==> src/arpcc_pkg.sv <==
// Purpose: shared constants and types for the reference, power and conversion control ends
// Assumes: one 250 MHz clock on both ends
// Notes: link pins are plain levels; the host end exposes them through APB registers

// ********************************************************************
// package
// ********************************************************************
package arpcc_pkg;

    // ****************************************************************
    // clock and timing
    // ****************************************************************
    localparam int CLK_PERIOD_NS = 4;
    // conversion phase length
    localparam int CONV_TIME_NS = 1000;
    localparam int CONV_CYC = (CONV_TIME_NS + CLK_PERIOD_NS - 1) / CLK_PERIOD_NS;
    // least low and high time of the convert-start pulse
    localparam int START_PULSE_NS = 20;
    localparam int START_PULSE_CYC = (START_PULSE_NS + CLK_PERIOD_NS - 1) / CLK_PERIOD_NS;
    localparam int CNT_W = 9;
    localparam logic [CNT_W-1:0] CONV_LAST = CNT_W'(CONV_CYC - 1);
    localparam logic [CNT_W-1:0] PULSE_LAST = CNT_W'(START_PULSE_CYC - 1);
    localparam logic [CNT_W-1:0] CNT_ZERO = 9'h000;

    // ****************************************************************
    // synchronised link input vector of the device end
    // ****************************************************************
    localparam int SY_W = 8;
    localparam int SY_IREF_PD = 7;
    localparam int SY_BUF_PD = 6;
    localparam int SY_SLEEP = 5;
    localparam int SY_START_N = 4;
    localparam int SY_CS_N = 3;
    localparam int SY_RD_N = 2;
    localparam int SY_CFG_CTRL = 1;
    localparam int SY_CFG_SLEEP = 0;
    localparam logic [SY_W-1:0] SY_RST = 8'h1C;

    // ****************************************************************
    // host register map (byte addresses)
    // ****************************************************************
    localparam int ADDR_W = 12;
    localparam logic [ADDR_W-1:0] OFS_CTRL = 12'h000;
    localparam logic [ADDR_W-1:0] OFS_CMD = 12'h004;
    localparam logic [ADDR_W-1:0] OFS_STATUS = 12'h008;
    // control register fields
    localparam int CT_IREF_PD = 0;
    localparam int CT_BUF_PD = 1;
    localparam int CT_SLEEP = 2;
    localparam int CT_CFG_CTRL = 3;
    localparam int CT_CFG_SLEEP = 4;
    localparam int CT_CS_N = 5;
    localparam int CT_RD_N = 6;
    localparam int CT_W = 7;
    localparam logic [CT_W-1:0] CTRL_RST = 7'h60;
    // command register field
    localparam int CM_START = 0;
    // status register fields
    localparam int ST_BUSY = 0;
    localparam int ST_PULSE = 1;
    localparam logic [31:0] RD_ZERO = 32'h00000000;

    // ****************************************************************
    // state types
    // ****************************************************************
    typedef enum logic [1:0] {DEV_ACQ, DEV_CONV, DEV_SLEEP} arpcc_dev_state_t;
    typedef enum logic [1:0] {HST_IDLE, HST_LOW, HST_HIGH} arpcc_hst_state_t;

endpackage : arpcc_pkg

==> src/arpcc_link_if.sv <==
// Purpose: pin-level link between the host controller and the converter control
// Assumes: both ends on the same board clock, device synchronises every pin
// Notes: all signals are plain one-way levels

`timescale 1ns/1ps

// ********************************************************************
// interface
// ********************************************************************
interface arpcc_link_if;
    logic internal_ref_powerdown;
    logic ref_buffer_powerdown;
    logic sleep_request;
    logic convert_start_n;
    logic cs_n;
    logic rd_n;
    logic cfg_sleep_ctrl;
    logic cfg_sleep;
    logic busy;

    modport dev (
        input internal_ref_powerdown,
        input ref_buffer_powerdown,
        input sleep_request,
        input convert_start_n,
        input cs_n,
        input rd_n,
        input cfg_sleep_ctrl,
        input cfg_sleep,
        output busy
    );

    modport hst (
        output internal_ref_powerdown,
        output ref_buffer_powerdown,
        output sleep_request,
        output convert_start_n,
        output cs_n,
        output rd_n,
        output cfg_sleep_ctrl,
        output cfg_sleep,
        input busy
    );
endinterface : arpcc_link_if

==> src/arpcc_dev.sv <==
// Purpose: converter-side control of reference source, power scaling, sleep and conversion
// Assumes: link pins come from another party and are synchronised here
// Notes: analog enables are level outputs to the analog macro
//
// Summary of operation
// - both reference pins low: bandgap, buffer, sensor on
// - internal ref off, buffer input pin buffered
// - both pins high: reference and buffer off
// - sensor enabled only with internal reference
// - impulse mode: low current after conversion ends
// - digital interface stays active during acquisition
// - sleep pin high enters minimum-current state
// - finish conversion first; bus stays active asleep
// - configuration bit may also request sleep
// - configuration control ignores sleep pin; pin tied
// - falling convert-start edge begins a conversion
// - running conversion ignores starts, defers sleep
// - start independent of chip-select and read-enable

`timescale 1ns/1ps

// ********************************************************************
// module
// ********************************************************************
module arpcc_dev
    import arpcc_pkg::*;
(
    input wire logic CLK_IN,
    input wire logic RSTN_IN,
    input wire logic CE_IN,
    arpcc_link_if.dev LINK,
    input wire logic IMPULSE_MODE_IN,
    output logic BANDGAP_EN_OUT,
    output logic REFBUF_EN_OUT,
    output logic BUF_FROM_PIN_OUT,
    output logic TEMP_EN_OUT,
    output logic LOW_CURRENT_OUT,
    output logic SLEEP_OUT,
    output logic BUSY_OUT,
    output logic DATA_OE_OUT,
    output logic DIGITAL_ACTIVE_OUT
);

    // ****************************************************************
    // declarations
    // ****************************************************************
    logic [SY_W-1:0] pin_vec;
    logic [SY_W-1:0] meta_r;
    logic [SY_W-1:0] sync_r;
    logic start_d_r;
    arpcc_dev_state_t state_r;
    arpcc_dev_state_t state_nxt;
    logic [CNT_W-1:0] cnt_r;
    logic [CNT_W-1:0] cnt_nxt;
    logic iref_pd;
    logic buf_pd;
    logic start_n;
    logic start_edge;
    logic sleep_req;
    logic conv_end;
    logic asleep_nxt;
    logic bandgap_nxt;
    logic refbuf_nxt;
    logic buf_pin_nxt;
    logic temp_nxt;
    logic low_cur_nxt;
    logic busy_nxt;
    logic oe_nxt;
    logic bandgap_r;
    logic refbuf_r;
    logic buf_pin_r;
    logic temp_r;
    logic low_cur_r;
    logic sleep_r;
    logic busy_r;
    logic oe_r;
    logic active_r;

    // ****************************************************************
    // pin synchronisers
    // ****************************************************************
    assign pin_vec[SY_IREF_PD] = LINK.internal_ref_powerdown;
    assign pin_vec[SY_BUF_PD] = LINK.ref_buffer_powerdown;
    assign pin_vec[SY_SLEEP] = LINK.sleep_request;
    assign pin_vec[SY_START_N] = LINK.convert_start_n;
    assign pin_vec[SY_CS_N] = LINK.cs_n;
    assign pin_vec[SY_RD_N] = LINK.rd_n;
    assign pin_vec[SY_CFG_CTRL] = LINK.cfg_sleep_ctrl;
    assign pin_vec[SY_CFG_SLEEP] = LINK.cfg_sleep;

    always_ff @(posedge CLK_IN or negedge RSTN_IN)
    begin
        if (!RSTN_IN)
        begin
            meta_r <= SY_RST;
            sync_r <= SY_RST;
            start_d_r <= 1'b1;
        end
        else if (CE_IN)
        begin
            meta_r <= pin_vec;
            sync_r <= meta_r;
            start_d_r <= sync_r[SY_START_N];
        end
    end

    // ****************************************************************
    // decoding
    // ****************************************************************
    assign iref_pd = sync_r[SY_IREF_PD];
    assign buf_pd = sync_r[SY_BUF_PD];
    assign start_n = sync_r[SY_START_N];

    // edge taken from the start pin alone, chip-select and read-enable play no part
    assign start_edge = start_d_r & ~start_n;

    // configuration control selects the bit and leaves the pin unread
    assign sleep_req = sync_r[SY_CFG_CTRL] ? sync_r[SY_CFG_SLEEP] : sync_r[SY_SLEEP];

    assign conv_end = (state_r == DEV_CONV) && (cnt_r == CONV_LAST);

    // ****************************************************************
    // conversion and sleep sequencer
    // ****************************************************************
    always_comb
    begin
        state_nxt = state_r;
        cnt_nxt = cnt_r;
        unique case (state_r)
            DEV_ACQ:
            begin
                if (start_edge)
                begin
                    state_nxt = DEV_CONV;
                    cnt_nxt = CNT_ZERO;
                end
                else if (sleep_req)
                begin
                    state_nxt = DEV_SLEEP;
                end
            end
            DEV_CONV:
            begin
                // further edges are dropped, sleep requests wait for the end
                if (conv_end)
                begin
                    state_nxt = sleep_req ? DEV_SLEEP : DEV_ACQ;
                    cnt_nxt = CNT_ZERO;
                end
                else
                begin
                    cnt_nxt = cnt_r + 9'h001;
                end
            end
            DEV_SLEEP:
            begin
                if (!sleep_req)
                begin
                    state_nxt = DEV_ACQ;
                end
            end
        endcase
    end

    always_ff @(posedge CLK_IN or negedge RSTN_IN)
    begin
        if (!RSTN_IN)
        begin
            state_r <= DEV_ACQ;
            cnt_r <= CNT_ZERO;
        end
        else if (CE_IN)
        begin
            state_r <= state_nxt;
            cnt_r <= cnt_nxt;
        end
    end

    // ****************************************************************
    // reference selection
    // ****************************************************************
    assign asleep_nxt = (state_nxt == DEV_SLEEP);
    assign bandgap_nxt = ~iref_pd & ~asleep_nxt;
    assign refbuf_nxt = ~buf_pd & ~asleep_nxt;
    assign buf_pin_nxt = iref_pd & ~buf_pd & ~asleep_nxt;
    assign temp_nxt = ~iref_pd & ~buf_pd & ~asleep_nxt;

    // ****************************************************************
    // power scaling, busy and bus enable
    // ****************************************************************
    // low from each conversion end through the acquisition, raised again by a start
    always_comb
    begin
        low_cur_nxt = low_cur_r;
        if (!IMPULSE_MODE_IN)
        begin
            low_cur_nxt = 1'b0;
        end
        else if (conv_end)
        begin
            low_cur_nxt = 1'b1;
        end
        else if (state_nxt == DEV_CONV)
        begin
            low_cur_nxt = 1'b0;
        end
    end

    assign busy_nxt = (state_nxt == DEV_CONV);
    // bus enable never gated by sleep or power scaling
    assign oe_nxt = ~sync_r[SY_CS_N] & ~sync_r[SY_RD_N];

    // ****************************************************************
    // output registers
    // ****************************************************************
    always_ff @(posedge CLK_IN or negedge RSTN_IN)
    begin
        if (!RSTN_IN)
        begin
            bandgap_r <= 1'b0;
            refbuf_r <= 1'b0;
            buf_pin_r <= 1'b0;
            temp_r <= 1'b0;
        end
        else if (CE_IN)
        begin
            bandgap_r <= bandgap_nxt;
            refbuf_r <= refbuf_nxt;
            buf_pin_r <= buf_pin_nxt;
            temp_r <= temp_nxt;
        end
    end

    always_ff @(posedge CLK_IN or negedge RSTN_IN)
    begin
        if (!RSTN_IN)
        begin
            low_cur_r <= 1'b0;
            sleep_r <= 1'b0;
            busy_r <= 1'b0;
        end
        else if (CE_IN)
        begin
            low_cur_r <= low_cur_nxt;
            sleep_r <= asleep_nxt;
            busy_r <= busy_nxt;
        end
    end

    always_ff @(posedge CLK_IN or negedge RSTN_IN)
    begin
        if (!RSTN_IN)
        begin
            oe_r <= 1'b0;
            active_r <= 1'b0;
        end
        else if (CE_IN)
        begin
            oe_r <= oe_nxt;
            active_r <= 1'b1;
        end
    end

    // ****************************************************************
    // port drive
    // ****************************************************************
    assign BANDGAP_EN_OUT = bandgap_r;
    assign REFBUF_EN_OUT = refbuf_r;
    assign BUF_FROM_PIN_OUT = buf_pin_r;
    assign TEMP_EN_OUT = temp_r;
    assign LOW_CURRENT_OUT = low_cur_r;
    assign SLEEP_OUT = sleep_r;
    assign BUSY_OUT = busy_r;
    assign DATA_OE_OUT = oe_r;
    assign DIGITAL_ACTIVE_OUT = active_r;
    assign LINK.busy = busy_r;

endmodule : arpcc_dev

==> src/flat_wrapper.sv <==
// flat-port wrapper written by rule: the top's interface ports become plain ports
module arpcc_dev_flat import arpcc_pkg::*;
  (CLK_IN, RSTN_IN, CE_IN, IMPULSE_MODE_IN, BANDGAP_EN_OUT, REFBUF_EN_OUT, BUF_FROM_PIN_OUT, TEMP_EN_OUT, LOW_CURRENT_OUT, SLEEP_OUT, BUSY_OUT, DATA_OE_OUT, DIGITAL_ACTIVE_OUT, LINK_internal_ref_powerdown, LINK_ref_buffer_powerdown, LINK_sleep_request, LINK_convert_start_n, LINK_cs_n, LINK_rd_n, LINK_cfg_sleep_ctrl, LINK_cfg_sleep, LINK_busy);
  arpcc_link_if LINK_i ();
  input wire logic CLK_IN;
  input wire logic RSTN_IN;
  input wire logic CE_IN;
  input wire logic IMPULSE_MODE_IN;
  output logic BANDGAP_EN_OUT;
  output logic REFBUF_EN_OUT;
  output logic BUF_FROM_PIN_OUT;
  output logic TEMP_EN_OUT;
  output logic LOW_CURRENT_OUT;
  output logic SLEEP_OUT;
  output logic BUSY_OUT;
  output logic DATA_OE_OUT;
  output logic DIGITAL_ACTIVE_OUT;
  input wire logic [$bits(LINK_i.internal_ref_powerdown)-1:0] LINK_internal_ref_powerdown;
  input wire logic [$bits(LINK_i.ref_buffer_powerdown)-1:0] LINK_ref_buffer_powerdown;
  input wire logic [$bits(LINK_i.sleep_request)-1:0] LINK_sleep_request;
  input wire logic [$bits(LINK_i.convert_start_n)-1:0] LINK_convert_start_n;
  input wire logic [$bits(LINK_i.cs_n)-1:0] LINK_cs_n;
  input wire logic [$bits(LINK_i.rd_n)-1:0] LINK_rd_n;
  input wire logic [$bits(LINK_i.cfg_sleep_ctrl)-1:0] LINK_cfg_sleep_ctrl;
  input wire logic [$bits(LINK_i.cfg_sleep)-1:0] LINK_cfg_sleep;
  output wire logic [$bits(LINK_i.busy)-1:0] LINK_busy;
  assign LINK_i.internal_ref_powerdown = LINK_internal_ref_powerdown;
  assign LINK_i.ref_buffer_powerdown = LINK_ref_buffer_powerdown;
  assign LINK_i.sleep_request = LINK_sleep_request;
  assign LINK_i.convert_start_n = LINK_convert_start_n;
  assign LINK_i.cs_n = LINK_cs_n;
  assign LINK_i.rd_n = LINK_rd_n;
  assign LINK_i.cfg_sleep_ctrl = LINK_cfg_sleep_ctrl;
  assign LINK_i.cfg_sleep = LINK_cfg_sleep;
  assign LINK_busy = LINK_i.busy;
  arpcc_dev u_core (.CLK_IN(CLK_IN), .RSTN_IN(RSTN_IN), .CE_IN(CE_IN), .LINK(LINK_i), .IMPULSE_MODE_IN(IMPULSE_MODE_IN), .BANDGAP_EN_OUT(BANDGAP_EN_OUT), .REFBUF_EN_OUT(REFBUF_EN_OUT), .BUF_FROM_PIN_OUT(BUF_FROM_PIN_OUT), .TEMP_EN_OUT(TEMP_EN_OUT), .LOW_CURRENT_OUT(LOW_CURRENT_OUT), .SLEEP_OUT(SLEEP_OUT), .BUSY_OUT(BUSY_OUT), .DATA_OE_OUT(DATA_OE_OUT), .DIGITAL_ACTIVE_OUT(DIGITAL_ACTIVE_OUT));
endmodule
==> config.mk <==
export PLATFORM = sky130hd
export DESIGN_NAME = arpcc_dev_flat
export DESIGN_NICKNAME = d
export VERILOG_FILES = /design/src/arpcc_pkg.sv /design/src/arpcc_link_if.sv /design/src/arpcc_dev.sv /design/src/flat_wrapper.sv
export SDC_FILE = /design/constraint.sdc
export NUM_CORES = 1
export LEC_CHECK = 0
export BUFFER_PORTS_ARGS = -buffer_cell sky130_fd_sc_hd__buf_2
export CORE_UTILIZATION = 42
export DETAILED_ROUTE_END_ITERATION = 8
export PLACE_DENSITY = 0.7
export SYNTH_ARGS = -nofsm -noshare
export SYNTH_HDL_FRONTEND = slang
export SYNTH_SLANG_ARGS = --single-unit
export TNS_END_PERCENT = 5
==> constraint.sdc <==
create_clock -name CLK_IN -period 4 [get_ports CLK_IN]
set_input_delay 0 -clock CLK_IN [delete_from_list [all_inputs] [get_ports CLK_IN]]
set_output_delay 0 -clock CLK_IN [all_outputs]
set_load 0.01 [all_outputs]
==> impl_metrics.toml <==
[outcome]
outcome = "finished clean"

[sta]
max_freq_ghz = 0.495
worstMarginPinSlew_ns = 0.817
slew_violations = 0
rsz0062_at_grt = "false"
relSlewSlack_pct = 45.6
setup_viol = 0
fin_tns_setup_ns = 0
finClkSkew_ns = 0.00247
finalCritPeriodShare_pct = 50.5
hold_viol = 0
fin_crit_ns = 2.02

[power_and_ir_drop]
cell_internal_pwr_uw = 793
p_leak_uw = 0.000962
power_frac_comb_pct = 30.7
switchingPower_uw = 380
power.density_mw_per_mm2 = 542
swShare_pct = 32.4
pwr-share-seq_pct = 42.1
vdd_drop_max_mv = 0.371
p_clk_share_pct = 27.2

[cts]
clockBufferDepth = 2
postCtsHoldBufs = 10
clk_pin_slew_worst_paths_ns = 0.07
cts-resized-gates = 0
numCtsBuffers = 5
htree_levels = 2
cts_root_buf = "clkbuf_8"
post_cts.repair.setup_buffers = 0
cts_tree = "yes"
insertion_delay_ns = 0.29
clock-sinks = 37

[yosys]
synth_area_per_cell_um2 = 11.5
yosysWarnings = 0
async_reset_ff_share_pct = 100
synthesis.nets = 176
ys_seq_area_share_pct = 51.2
ys_seq_elements = 37
syn_inst = 159
synth_top_area_cell = "dfrtp_1"
synth-edff-count = 0
synth_top_area_share_pct = 41.2
netlist_top_cells_area = "dfrtp_1 (41%), dfstp_2 (10%), mux2_2 (9.3%), o21ai_0 (4.7%), ha_1 (3.4%)"
ys_types = 44
synth_top_flop_cell = "dfrtp_1"
syn_area_mm2 = 0.00182

[critical_path]
crit_type = "reg -> reg"
crit_arrival_ns = 2.21
critPathLaunchType = "flop"
end_kind = "flop"
path_cells = "inv_1 > ha_1 > or3_1 > a32oi_2 > nor2_2 > o32ai_1"
rrSetupSlack_ns = 1.98
cpPeakStageDelay_ns = 0.41
cp_slowest_cell = "or3_1"
worst-path-buf-inv = 1
required_ns = 4.19
path_max_fanout = 7
cp_top_family = "simple AND/OR/NAND/NOR gates"

[cells_and_area]
layout-drive-gt1-share_pct = 32.1
final_cells = 243
multi_input_area_um2 = 812
num_antenna_cells = 0
seq_area_um2 = 935
nNetsFinal = 209
areaGrowthSynthToFinish_pct = 18.6
nFillCells = 353

[place]
place_congestion = 0.861
dpl.cell_count = 225
io_buffers = 21
dp_hpwl_um = 2320

[hold_path]
hold_path_class = "in -> reg"

[floorplan]
dieHeight_um = 67.9
num_rows = 23
initial_utilization_pct = 44.6
die_w_um = 67.9
core_area_mm2 = 0.00409
ios = 22
die_area_mm2 = 0.00461

[global_route]
grt.total_usage_pct = 17.9
grt_pass1_vias = 1272
grt-ovfl-total = 0
grt_start_max_net_pins = 38
antenna_found_initial = 0
grt_pass1_wl_um = 5910

[drt]
drc = 0
via_count = 1264
avgRoutedWirePerCell_um = 13.8
routed_via_density = 5.20
totalWireLength_um = 3360
first_iter_violations = 86
antenna_left = 0
dr.pass1.iters = 4

[job]
cap_violations = 0
[power groups by stage]
stage,registers [uW],logic (uW),clock network (uW)
floorplan,502,250,0
global placement,493,329,0
detailed placement,499,353,0
CTS,493,361,329
global route,500,402,345
finish,494,360,320
[placed cells by master, fill, tap and decap left out, types with 2 or more instances in the layout]
cell / synthesis / layout
dfrtp_1: 30 / 30
nor2_1: 6 / 6
a21oi_1: 6 / 6
nand3_1: 6 / 6
o21ai_1: 2 / 2
o2bb2ai_1: 2 / 2
inv_1: 10 / 10
nor3_1: 2 / 2
ha_1: 5 / 5
clkbuf_8: 1 / 5
buf_2: 0 / 21
dlygate4sd3_1: 0 / 10
nand2b_1: 2 / 2
dfstp_2: 7 / 7
o21ai_0: 17 / 17
nand2_1: 12 / 12
mux2_2: 15 / 15
o31ai_1: 4 / 4
nor2b_1: 2 / 2
and3_1: 2 / 2
o32ai_1: 2 / 2
[stage by stage]
| step | total power [uW] | cell area (um2) | hold slack [ns] | util [%] | worst slack, ns |
|---|---|---|---|---|---|
| after floorplan | 752 | 1820 | -0.296 | - | 2.15 |
| after global placement | 822 | 1950 | 0.119 | 47.8 | 2.09 |
| after detailed placement | 851 | 1950 | 0.141 | 47.8 | 2.01 |
| after CTS | 1180 | 2160 | 0.220 | 52.9 | 1.99 |
| after global routing | 1250 | 2160 | 0.265 | 52.9 | 1.84 |
| final | 1170 | 2160 | 0.224 | 52.9 | 1.98 |
[logic make-up after synthesis]
kind of cell             after synthesis  share of synthesized area [%]
AND/OR/NAND/NOR                       46                           16.7
AO/OA/AOI/OAI                         39                           13.6
flip-flops                            37                           51.2
multiplexers                          17                           10.8
buffers and inverters                 15                           4.25
adder cells (fa/ha/maj)                5                           3.43
[worst reg2reg max path: stages (launching register included)]
cell and delay (ns):
dfrtp_1 0.40, inv_1 0.10, ha_1 0.38, or3_1 0.41, a32oi_2 0.23, nor2_2 0.11, o32ai_1 0.29
[cell type report]
| type | count | area share [%] |
|---|---|---|
| multi-input cells | 107 | 37.5 |
| clock buffers | 6 | 3.35 |
| repair buffers | 31 | 9.49 |
| flip-flops and latches | 37 | 43.2 |
| clock inverters | 2 | 1.79 |
| inverters | 10 | 1.74 |
| well taps | 50 | 2.89 |
[worst paths after layout]
path | startpoint | endpoint | depth (start not counted)
worst max-delay path | u_core.state_r[1]$_DFFE_PN0P_ | u_core.TEMP_EN_OUT$_DFFE_PN0P_ | 6
worst min-delay path | CE_IN | u_core.sync_r[4]$_DFFE_PN1P_ | 3
worst max register to register | u_core.state_r[1]$_DFFE_PN0P_ | u_core.TEMP_EN_OUT$_DFFE_PN0P_ | 6
worst min register to register | u_core.DIGITAL_ACTIVE_OUT$_DFFE_PN0P_ | u_core.DIGITAL_ACTIVE_OUT$_DFFE_PN0P_ | 1
max in group asynchronous | RSTN_IN | u_core.cnt_r[0]$_DFFE_PN0P_ | 2
min in group asynchronous | RSTN_IN | u_core.cnt_r[4]$_DFFE_PN0P_ | 2
[registers in the layout, indices dropped and copies added (netlist names)]
register and count:
u_core.BUSY_OUT 1, u_core.LOW_CURRENT_OUT 1, u_core.meta_r 8, u_core.TEMP_EN_OUT 1, u_core.BANDGAP_EN_OUT 1, u_core.start_d_r 1
u_core.cnt_r 9, u_core.state_r 2, u_core.DIGITAL_ACTIVE_OUT 1, u_core.SLEEP_OUT 1, u_core.sync_r 8, u_core.BUF_FROM_PIN_OUT 1
u_core.REFBUF_EN_OUT 1, u_core.DATA_OE_OUT 1
[layer usage]
metal | wire, um | track usage (%) | vias up | part of all wire, %
met1 | 1570 | 21.9 | 604 | 47
met4 | 44 | 8.85 | 0 | 1.3
met3 | 92 | 4.00 | 5 | 2.7
met2 | 1650 | 29.7 | 21 | 49
li1 | - | - | 634 | -
met5 | 0 | 0 | - | 0
[Yosys cell counts, types with 2 or more instances]
master / instances
inv_1: 10
and3_1: 2
ha_1: 5
o2bb2ai_1: 2
dfstp_2: 7
o21ai_0: 17
nor2_1: 6
nor2b_1: 2
mux2_2: 15
nand2b_1: 2
dfrtp_1: 30
clkbuf_1: 2
nand3_1: 6
a21oi_1: 6
nand2_1: 12
nor3_1: 2
o32ai_1: 2
o31ai_1: 4
o21ai_1: 2
No activity file was read; power rests on OpenSTA's default activity.
